===== src/rtl/qsw_pkg.sv =====
// shared constants and types for the quad switch fault diagnostics
package qsw_pkg;
   localparam int          NUM_CHANNELS   = 4;
   localparam int          CLK_FREQ_MHZ   = 125;
   // standby deglitch time in microseconds, a plain default
   localparam int          STANDBY_DEG_US = 100;
   localparam int          STANDBY_DEG_CYCLES = STANDBY_DEG_US * CLK_FREQ_MHZ;
   localparam logic [1:0]  SENSE_SEL_RESET = 2'h0;
   localparam logic [1:0]  SENSE_RESET     = 2'h0;

   // sense output meaning
   typedef enum logic [1:0] {
      SENSE_ZERO   = 2'h0,
      SENSE_LINEAR = 2'h1,
      SENSE_FAULT  = 2'h2
   } sense_level_t;

   // thermal shutdown handling per channel
   typedef enum logic [2:0] {
      TH_IDLE    = 3'h1,
      TH_RETRY   = 3'h2,
      TH_LATCHED = 3'h4
   } thermal_state_t;
endpackage : qsw_pkg


===== src/rtl/channel_if.sv =====
// per-channel signals passed between the top and the channel logic
`timescale 1ns/10ps
interface channel_if;
   logic inputSync;
   logic inputRise;
   logic diagEnable;
   logic thermalLatchMode;
   logic curLimitFlag;
   logic openLoadFlag;
   logic thermalShutFlag;
   logic thermalResetFlag;
   logic thermalSwingFlag;
   logic underVoltage;
   logic outputOn;
   logic reducedLimit;
   logic protectEnable;
   logic fault;
   logic standby;

   modport top (
      output inputSync, inputRise, diagEnable, thermalLatchMode, curLimitFlag,
             openLoadFlag, thermalShutFlag, thermalResetFlag, thermalSwingFlag,
             underVoltage,
      input  outputOn, reducedLimit, protectEnable, fault, standby
   );
   modport chan (
      input  inputSync, inputRise, diagEnable, thermalLatchMode, curLimitFlag,
             openLoadFlag, thermalShutFlag, thermalResetFlag, thermalSwingFlag,
             underVoltage,
      output outputOn, reducedLimit, protectEnable, fault, standby
   );
endinterface : channel_if


===== src/rtl/quad_switch_fault_diagnostics.sv =====
// top of the quad switch fault detection, reporting and sense multiplexing
// Notes on behaviour
// diag off, input high: keep protection, release sense and fault outputs
// diag off, input low: no diagnostics, no protection, outputs released
// select pins 00..11 route sense to channels one to four
// no fault: fault pins released; sense zero when off, linear when on
// current limit on an on channel pulls status, global fault, sense high
// off channel with open load reports a fault, clears automatically
// on-state open load is not reported; host judges the sense level
// short to battery and reverse polarity use the open-load path
// each channel has an active-low open-drain status output
// one active-low open-drain global fault for any channel
// faulting selected channel drives sense to the fixed fault level
// thermal shutdown turns the channel off and reports a fault
// thermal faults tracked per channel from each own sensor
// mode low: output retries when cool, current limit reduced
// auto-retry fault clears on reset threshold or input toggle
// mode high: output latched off until the input toggles
// mode falling high to low switches latch to auto-retry
// thermal swing turns output off, reports, recovers automatically
// undervoltage shuts all channels down, resume on recovery
// standby only after input low longer than the deglitch time
// inputs synchronised; toggle seen as low then high
`timescale 1ns/10ps
module quad_switch_fault_diagnostics #(
   parameter int NUM_CH         = qsw_pkg::NUM_CHANNELS,
   parameter int STANDBY_CYCLES = qsw_pkg::STANDBY_DEG_CYCLES
) (
   input  wire logic              clk,
   input  wire logic              rst_n,
   input  wire logic [NUM_CH-1:0] channel_input,
   input  wire logic              diagnostic_enable,
   input  wire logic              sense_select_high,
   input  wire logic              sense_select_low,
   input  wire logic              thermal_mode_select,
   input  wire logic [NUM_CH-1:0] curLimitFlag,
   input  wire logic [NUM_CH-1:0] openLoadFlag,
   input  wire logic [NUM_CH-1:0] thermalShutFlag,
   input  wire logic [NUM_CH-1:0] thermalResetFlag,
   input  wire logic [NUM_CH-1:0] thermalSwingFlag,
   input  wire logic              underVoltage,
   output logic      [NUM_CH-1:0] channel_output,
   output logic      [NUM_CH-1:0] reducedLimit,
   output logic      [NUM_CH-1:0] protectEnable,
   output logic      [NUM_CH-1:0] standby,
   output logic      [NUM_CH-1:0] channel_status_n_o,
   output logic      [NUM_CH-1:0] channel_status_n_oe,
   output logic                   globalFault_n_o,
   output logic                   globalFault_n_oe,
   output logic      [1:0]        senseLevel,
   output logic                   senseEnable
);
   // elaboration-time refusal: the two select pins address exactly four channels
   if (NUM_CH != 4) begin : g_bad_count
      $error("sense select serves exactly four channels");
   end

   logic [NUM_CH-1:0] inSync1_reg;
   logic [NUM_CH-1:0] inSync2_reg;
   logic [NUM_CH-1:0] inPrev_reg;
   logic [NUM_CH-1:0] chOn;
   logic [NUM_CH-1:0] chFault;
   logic [NUM_CH-1:0] chReduced;
   logic [NUM_CH-1:0] chProtect;
   logic [NUM_CH-1:0] chStandby;
   logic [1:0]        select;
   logic              selFault;
   logic              selInput;
   qsw_pkg::sense_level_t senseNext;

   // two-stage input synchroniser and edge history
   always_ff @(posedge clk or negedge rst_n) begin
      if (!rst_n) begin
         inSync1_reg <= '0;
         inSync2_reg <= '0;
         inPrev_reg  <= '0;
      end else begin
         inSync1_reg <= channel_input;
         inSync2_reg <= inSync1_reg;
         inPrev_reg  <= inSync2_reg;
      end
   end

   genvar g;
   generate
      for (g = 0; g < NUM_CH; g++) begin : g_ch
         channel_if cif ();
         assign cif.inputSync        = inSync2_reg[g];
         assign cif.inputRise        = inSync2_reg[g] && !inPrev_reg[g];
         assign cif.diagEnable       = diagnostic_enable;
         assign cif.thermalLatchMode = thermal_mode_select;
         assign cif.curLimitFlag     = curLimitFlag[g];
         assign cif.openLoadFlag     = openLoadFlag[g];
         assign cif.thermalShutFlag  = thermalShutFlag[g];
         assign cif.thermalResetFlag = thermalResetFlag[g];
         assign cif.thermalSwingFlag = thermalSwingFlag[g];
         assign cif.underVoltage     = underVoltage;
         assign chOn[g]      = cif.outputOn;
         assign chFault[g]   = cif.fault;
         assign chReduced[g] = cif.reducedLimit;
         assign chProtect[g] = cif.protectEnable;
         assign chStandby[g] = cif.standby;
         switch_channel #(
            .STANDBY_CYCLES (STANDBY_CYCLES)
         ) u_ch (
            .clk   (clk),
            .rst_n (rst_n),
            .ch    (cif)
         );
      end
   endgenerate

   assign select   = {sense_select_high, sense_select_low};
   assign selFault = chFault[select];
   assign selInput = inSync2_reg[select];

   always_comb begin
      if (selFault) begin
         senseNext = qsw_pkg::SENSE_FAULT;
      end else if (selInput) begin
         senseNext = qsw_pkg::SENSE_LINEAR;
      end else begin
         senseNext = qsw_pkg::SENSE_ZERO;
      end
   end

   // output registers
   always_ff @(posedge clk or negedge rst_n) begin
      if (!rst_n) begin
         channel_output <= '0;
         reducedLimit   <= '0;
         protectEnable  <= '0;
         standby        <= '1;
      end else begin
         channel_output <= chOn;
         reducedLimit   <= chReduced;
         protectEnable  <= chProtect;
         standby        <= chStandby;
      end
   end

   // open-drain reporting: drive low only on fault, released otherwise
   always_ff @(posedge clk or negedge rst_n) begin
      if (!rst_n) begin
         channel_status_n_o  <= '0;
         channel_status_n_oe <= '0;
         globalFault_n_o     <= 1'b0;
         globalFault_n_oe    <= 1'b0;
      end else begin
         channel_status_n_o  <= '0;
         channel_status_n_oe <= chFault;
         globalFault_n_o     <= 1'b0;
         globalFault_n_oe    <= |chFault;
      end
   end

   always_ff @(posedge clk or negedge rst_n) begin
      if (!rst_n) begin
         senseLevel  <= qsw_pkg::SENSE_RESET;
         senseEnable <= 1'b0;
      end else begin
         senseLevel  <= diagnostic_enable ? senseNext : qsw_pkg::SENSE_RESET;
         senseEnable <= diagnostic_enable;
      end
   end
endmodule : quad_switch_fault_diagnostics


===== src/rtl/switch_channel.sv =====
// fault tracking and output gating for one channel
`timescale 1ns/10ps
module switch_channel #(
   parameter int STANDBY_CYCLES = qsw_pkg::STANDBY_DEG_CYCLES
) (
   input  wire logic clk,
   input  wire logic rst_n,
   channel_if.chan   ch
);
   // elaboration-time refusal of a count the low-time counter cannot serve
   if (STANDBY_CYCLES < 1) begin : g_bad_standby
      $error("standby count must be positive");
   end

   localparam int CW = $clog2(STANDBY_CYCLES + 1);

   qsw_pkg::thermal_state_t thState_reg;
   logic [CW-1:0]           lowCount_reg;
   logic                    standby_reg;
   logic                    tsdFault;
   logic                    reduced_reg;

   // thermal state per channel from its own sensor flags
   always_ff @(posedge clk or negedge rst_n) begin
      if (!rst_n) begin
         thState_reg <= qsw_pkg::TH_IDLE;
      end else begin
         case (thState_reg)
            qsw_pkg::TH_IDLE: begin
               if (ch.inputSync && ch.thermalShutFlag) begin
                  thState_reg <= ch.thermalLatchMode ? qsw_pkg::TH_LATCHED
                                                     : qsw_pkg::TH_RETRY;
               end
            end
            qsw_pkg::TH_RETRY: begin
               if (ch.thermalLatchMode && ch.thermalShutFlag) begin
                  thState_reg <= qsw_pkg::TH_LATCHED;
               end else if (ch.thermalResetFlag || ch.inputRise) begin
                  thState_reg <= qsw_pkg::TH_IDLE;
               end
            end
            qsw_pkg::TH_LATCHED: begin
               if (ch.inputRise) begin
                  thState_reg <= qsw_pkg::TH_IDLE;
               end else if (!ch.thermalLatchMode) begin
                  thState_reg <= qsw_pkg::TH_RETRY;
               end
            end
            default: thState_reg <= qsw_pkg::TH_IDLE;
         endcase
      end
   end

   // reduced current limit after an auto-retry recovery
   always_ff @(posedge clk or negedge rst_n) begin
      if (!rst_n) begin
         reduced_reg <= 1'b0;
      end else if (thState_reg == qsw_pkg::TH_IDLE) begin
         reduced_reg <= 1'b0;
      end else if (thState_reg == qsw_pkg::TH_RETRY && !ch.thermalShutFlag) begin
         reduced_reg <= 1'b1;
      end
   end

   // standby entry after the input stays low past the deglitch time, with diagnostics off
   always_ff @(posedge clk or negedge rst_n) begin
      if (!rst_n) begin
         lowCount_reg <= '0;
         standby_reg  <= 1'b1;
      end else if (ch.inputSync) begin
         lowCount_reg <= '0;
         standby_reg  <= 1'b0;
      end else if (lowCount_reg < CW'(STANDBY_CYCLES)) begin
         lowCount_reg <= lowCount_reg + CW'(1);
      end else begin
         standby_reg <= !ch.diagEnable;
      end
   end

   logic retryOff;
   logic thermalOff;
   logic offFault;
   logic onFault;
   assign retryOff   = thState_reg == qsw_pkg::TH_RETRY && ch.thermalShutFlag;
   assign thermalOff = thState_reg == qsw_pkg::TH_LATCHED || retryOff;
   assign tsdFault   = thState_reg != qsw_pkg::TH_IDLE;

   // protection runs with the input high; off-state low input has none
   assign ch.protectEnable = ch.inputSync;
   assign ch.outputOn = ch.inputSync && !thermalOff && !ch.thermalSwingFlag
                        && !ch.underVoltage;
   assign ch.reducedLimit = reduced_reg;
   assign ch.standby = standby_reg;
   // open load only counts while off; an on-state open load is left to the host
   assign offFault = !ch.inputSync && ch.openLoadFlag;
   assign onFault  = ch.inputSync && (ch.curLimitFlag || ch.thermalSwingFlag);
   assign ch.fault = ch.diagEnable && (offFault || onFault || tsdFault);
endmodule : switch_channel


===== config.mk =====
export PLATFORM = sky130hd
export DESIGN_NAME = quad_switch_fault_diagnostics
export DESIGN_NICKNAME = d
export VERILOG_FILES = /design/src/rtl/qsw_pkg.sv /design/src/rtl/channel_if.sv /design/src/rtl/quad_switch_fault_diagnostics.sv /design/src/rtl/switch_channel.sv
export SDC_FILE = /design/constraint.sdc
export NUM_CORES = 1
export LEC_CHECK = 0
export BUFFER_PORTS_ARGS = -buffer_cell sky130_fd_sc_hd__buf_2
export CORE_MARGIN = 2
export CORE_UTILIZATION = 30
export CTS_CLUSTER_SIZE = 28
export DETAILED_ROUTE_END_ITERATION = 16
export GPL_TIMING_DRIVEN = 0
export PLACE_DENSITY = 0.56
export SLEW_MARGIN = 20
export SYNTH_ARGS = -nofsm -noshare
export SYNTH_HDL_FRONTEND = slang
export SYNTH_HIERARCHICAL = 1
export SYNTH_SLANG_ARGS = --single-unit

===== constraint.sdc =====
create_clock -name clk -period 6.2 [get_ports clk]
set_clock_uncertainty 0.15 [all_clocks]
set_input_delay 0.31 -clock clk [delete_from_list [all_inputs] [get_ports clk]]
set_output_delay 0.31 -clock clk [all_outputs]
set_load 0.01 [all_outputs]

==> out/results.ini <==
[run_status]
outcome=finished clean

[placement]
place_ws_ns=3.749
placed_cells_incl_taps=866
numPortBuffers=54
gp_congestion=0.8145
hpwl_um=9030

[timing]
setup_violations=0
drv_slew=0
min_period_over_period_pct=39.79
tns_ns=0
rsz0062_at_grt=false
finalCriticalPeriod_ns=2.467
setup_ws_ns=3.733
worst_pin_slew_ns=0.5714
relSlewSlack_pct=61.56
final_hold_viol_count=0
max_freq_mhz=405.3

[floorplanning]
die_w_um=142.3
die_h_um=142.3
initial_core_util_pct=30.59
rows=50
core_um2=18770
die_area_um2=20260
num_io_pins=60

[worst_setup_path]
critPathLaunchType=flop
cp_num_buf_inv=1
cp_max_fo=10
cp.required_ns=6.29
end_kind=flop
arrival_ns=2.56
criticalPathCategory=reg -> reg
critPathTopFamily=simple AND/OR/NAND/NOR gates
cpPeakStageDelay_ns=0.51
cp_cell_sequence=clkbuf_1, nor3b_1, a21boi_0, mux4_2, and2_1
crit_slowest_cell=dfstp_2

[drt]
drtPass1Iterations=4
routed_wl_um=12770
ant_nets=0
num_vias=4554
drtIter0Drc=291
viasPerCell=5.134
wl_per_cell_um=14.40
remaining_drc_errors=0

[finish]
drive_gt1_share_pct=19.30
final_nets=683
num-fill-cells=1902
fin_cells=887
regArea_um2=2818
largest_register_ffs=56
n_antenna_cell=0
post-route-util_pct=35.70
syn_to_final_growth_pct=16.69
multiInputGateArea_um2=2646

[pwr]
pwr-share-comb_pct=25.1
p_per_area_nw_per_um2=288.0
ir_worst_vdd_mv=0.1714
power.total_mw=1.930
p_switching_mw=0.5813
internal-power_mw=1.348
clockPowerShare_pct=30.3
cellLeakagePower_nw=2.686
pwr-share-seq_pct=44.6
switching_share_pct=30.13

[global_routing]
grt_pass1_wl_um=21370
grt_max_degree=79
grt_usage_pct=13.03
antenna_found_initial=0
grt_overflow=0
grt_pass1_vias=4396

[clock_network]
h-tree-depth=3
cts_num_sinks=112
postCtsSetupBuffers=0
cts_root_buffer=clkbuf_16
clockBufferDepth=2
cts.clk_slew.worst_paths_ns=0.07
cts_buffers=9
clk_latency_ns=0.35
cts_tree=yes

[yosys]
ys_seq_elements=112
yosysWarningCount=6
syn_inst=573
synthFlopType=dfrtp_1
syn-cell-area_um2=5742
async_reset_ff_share_pct=100.0
yosysSeqAreaShare_pct=49.07
syn_area_per_cell_um2=10.02
ys_types=59
synth_edf_count=0

[flow_run]
drv_cap=0

[worst_hold_path]
hold_class=in -> reg

-- power by group through the flow --
| stage | logic (mW) | clock network (mW) | registers [mW] |
|---|---|---|---|
| 3_3_place_gp | 0.457 | 0 | 0.872 |
| 5_1_grt | 0.543 | 0.635 | 0.870 |
| 6_report | 0.484 | 0.585 | 0.861 |
| 4_1_cts | 0.483 | 0.606 | 0.862 |
| 3_5_place_dp | 0.479 | 0 | 0.876 |
| 2_1_floorplan | 0.338 | 0 | 0.875 |
-- worst paths after layout --
path                                              from                           end  slack, ns  depth (start not counted)
setup / recovery           g_ch[3].u_ch/thState_reg[0]                 senseLevel[1]       3.73                          5
hold / removal                       sense_select_high                 senseLevel[0]       0.06                          2
setup reg to reg           g_ch[3].u_ch/thState_reg[0]                 senseLevel[1]       3.73                          5
hold reg to reg                         inSync1_reg[1]                inSync2_reg[1]       0.20                          0
max in group asynchronous                        rst_n       g_ch[0].u_ch/ch.standby       4.88                          3
min in group asynchronous                        rst_n  g_ch[3].u_ch/lowCount_reg[3]       0.28                          2
-- timing repair --
action	4_1_cts	5_1_grt
gates resized for setup	0	0
hold buffers	5	0
hold endpoints to repair	36	0
-- cells by family (layout without fill, tap and decap cells) --
| kind of cell | after synthesis | after routing | synth area share (%) |
|---|---|---|---|
| simple gates | 217 | 217 | 23.16 |
| buf+inv | 56 | 132 | 5.099 |
| fa+ha+maj | 4 | 4 | 0.8717 |
| other cells | 1 | 5 | 0.06531 |
| mux | 12 | 12 | 2.441 |
| flops | 112 | 112 | 49.07 |
| xor+xnor | 5 | 5 | 0.7627 |
| compound gates | 166 | 166 | 18.52 |
-- through the flow --
stage / area, um2 / hold slack [ns]
5_1_grt: 6700 / 0.06272
2_1_floorplan: 5757 / -0.1356
3_3_place_gp: 6320 / 0.1848
4_1_cts: 6700 / 0.04612
3_5_place_dp: 6354 / 0.08455
6_report: 6700 / 0.06013
-- routing by layer --
metal | track usage (%) | wire length (um) | part of all wire (%) | vias up
met5 | 0 | 0 | 0 | -
met3 | 2.490 | 448 | 3.5 | 10
met1 | 17.13 | 5878 | 46 | 2222
li1 | - | - | - | 2246
met4 | 4.377 | 151 | 1.2 | 0
met2 | 21.64 | 6296 | 49 | 76
-- layout by cell type, fill, tap and decap left out, types with 5 or more instances in the layout --
master         count
nand3_1           17
conb_1             5
nor3b_1            6
dfstp_2           12
xnor2_1            5
dlygate4sd3_1      5
nand2b_1          16
inv_1             25
buf_2             56
o21ai_0           48
nor2b_1           17
nand2_1           27
nor2_1            36
nand4_1           11
o2111ai_2          7
or3_1             29
o31ai_1           14
buf_4              9
mux2i_1            5
clkbuf_16          9
a21oi_1           56
dfrtp_1          100
or4_1             15
nor3_1             7
clkbuf_1          14
-- synth_stat cells, drive strengths merged (5+ instances only) --
library cell / number / area [um2]
nor2: 39 / 168.9
dfrtp: 100 / 2502
buf: 12 / 82.57
nand4: 11 / 68.82
clkbuf: 16 / 90.09
and2: 7 / 47.54
dfstp: 12 / 315.3
and4: 8 / 75.07
o31ai: 14 / 105.1
mux2: 6 / 67.56
nand2: 27 / 101.4
or4: 15 / 112.6
mux2i: 5 / 50.05
nor3: 7 / 35.03
a21oi: 57 / 289.0
inv: 25 / 93.84
xnor2: 5 / 43.79
nor2b: 17 / 106.4
o2111ai: 8 / 113.9
nor3b: 6 / 45.04
nand3: 17 / 85.08
o21ai: 48 / 240.2
or3: 29 / 181.4
nand2b: 16 / 100.1
-- cell type report --
type                    instances  area share [%]
multi-input cells             409           39.50
plain buffers                  31           2.969
clock buffers                  10           3.417
flip-flops and latches        112           42.05
repair buffers                 60           5.285
well taps                     234           4.370
clock inverters                 6           1.008
inverters                      25           1.401
-- worst register-to-register path, stage by stage (launching register included) --
cell and delay (ns):
dfstp_2 0.51, clkbuf_1 0.29, nor3b_1 0.46, a21boi_0 0.28, mux4_2 0.51, and2_1 0.16
No activity file was read; power rests on OpenSTA's default activity.
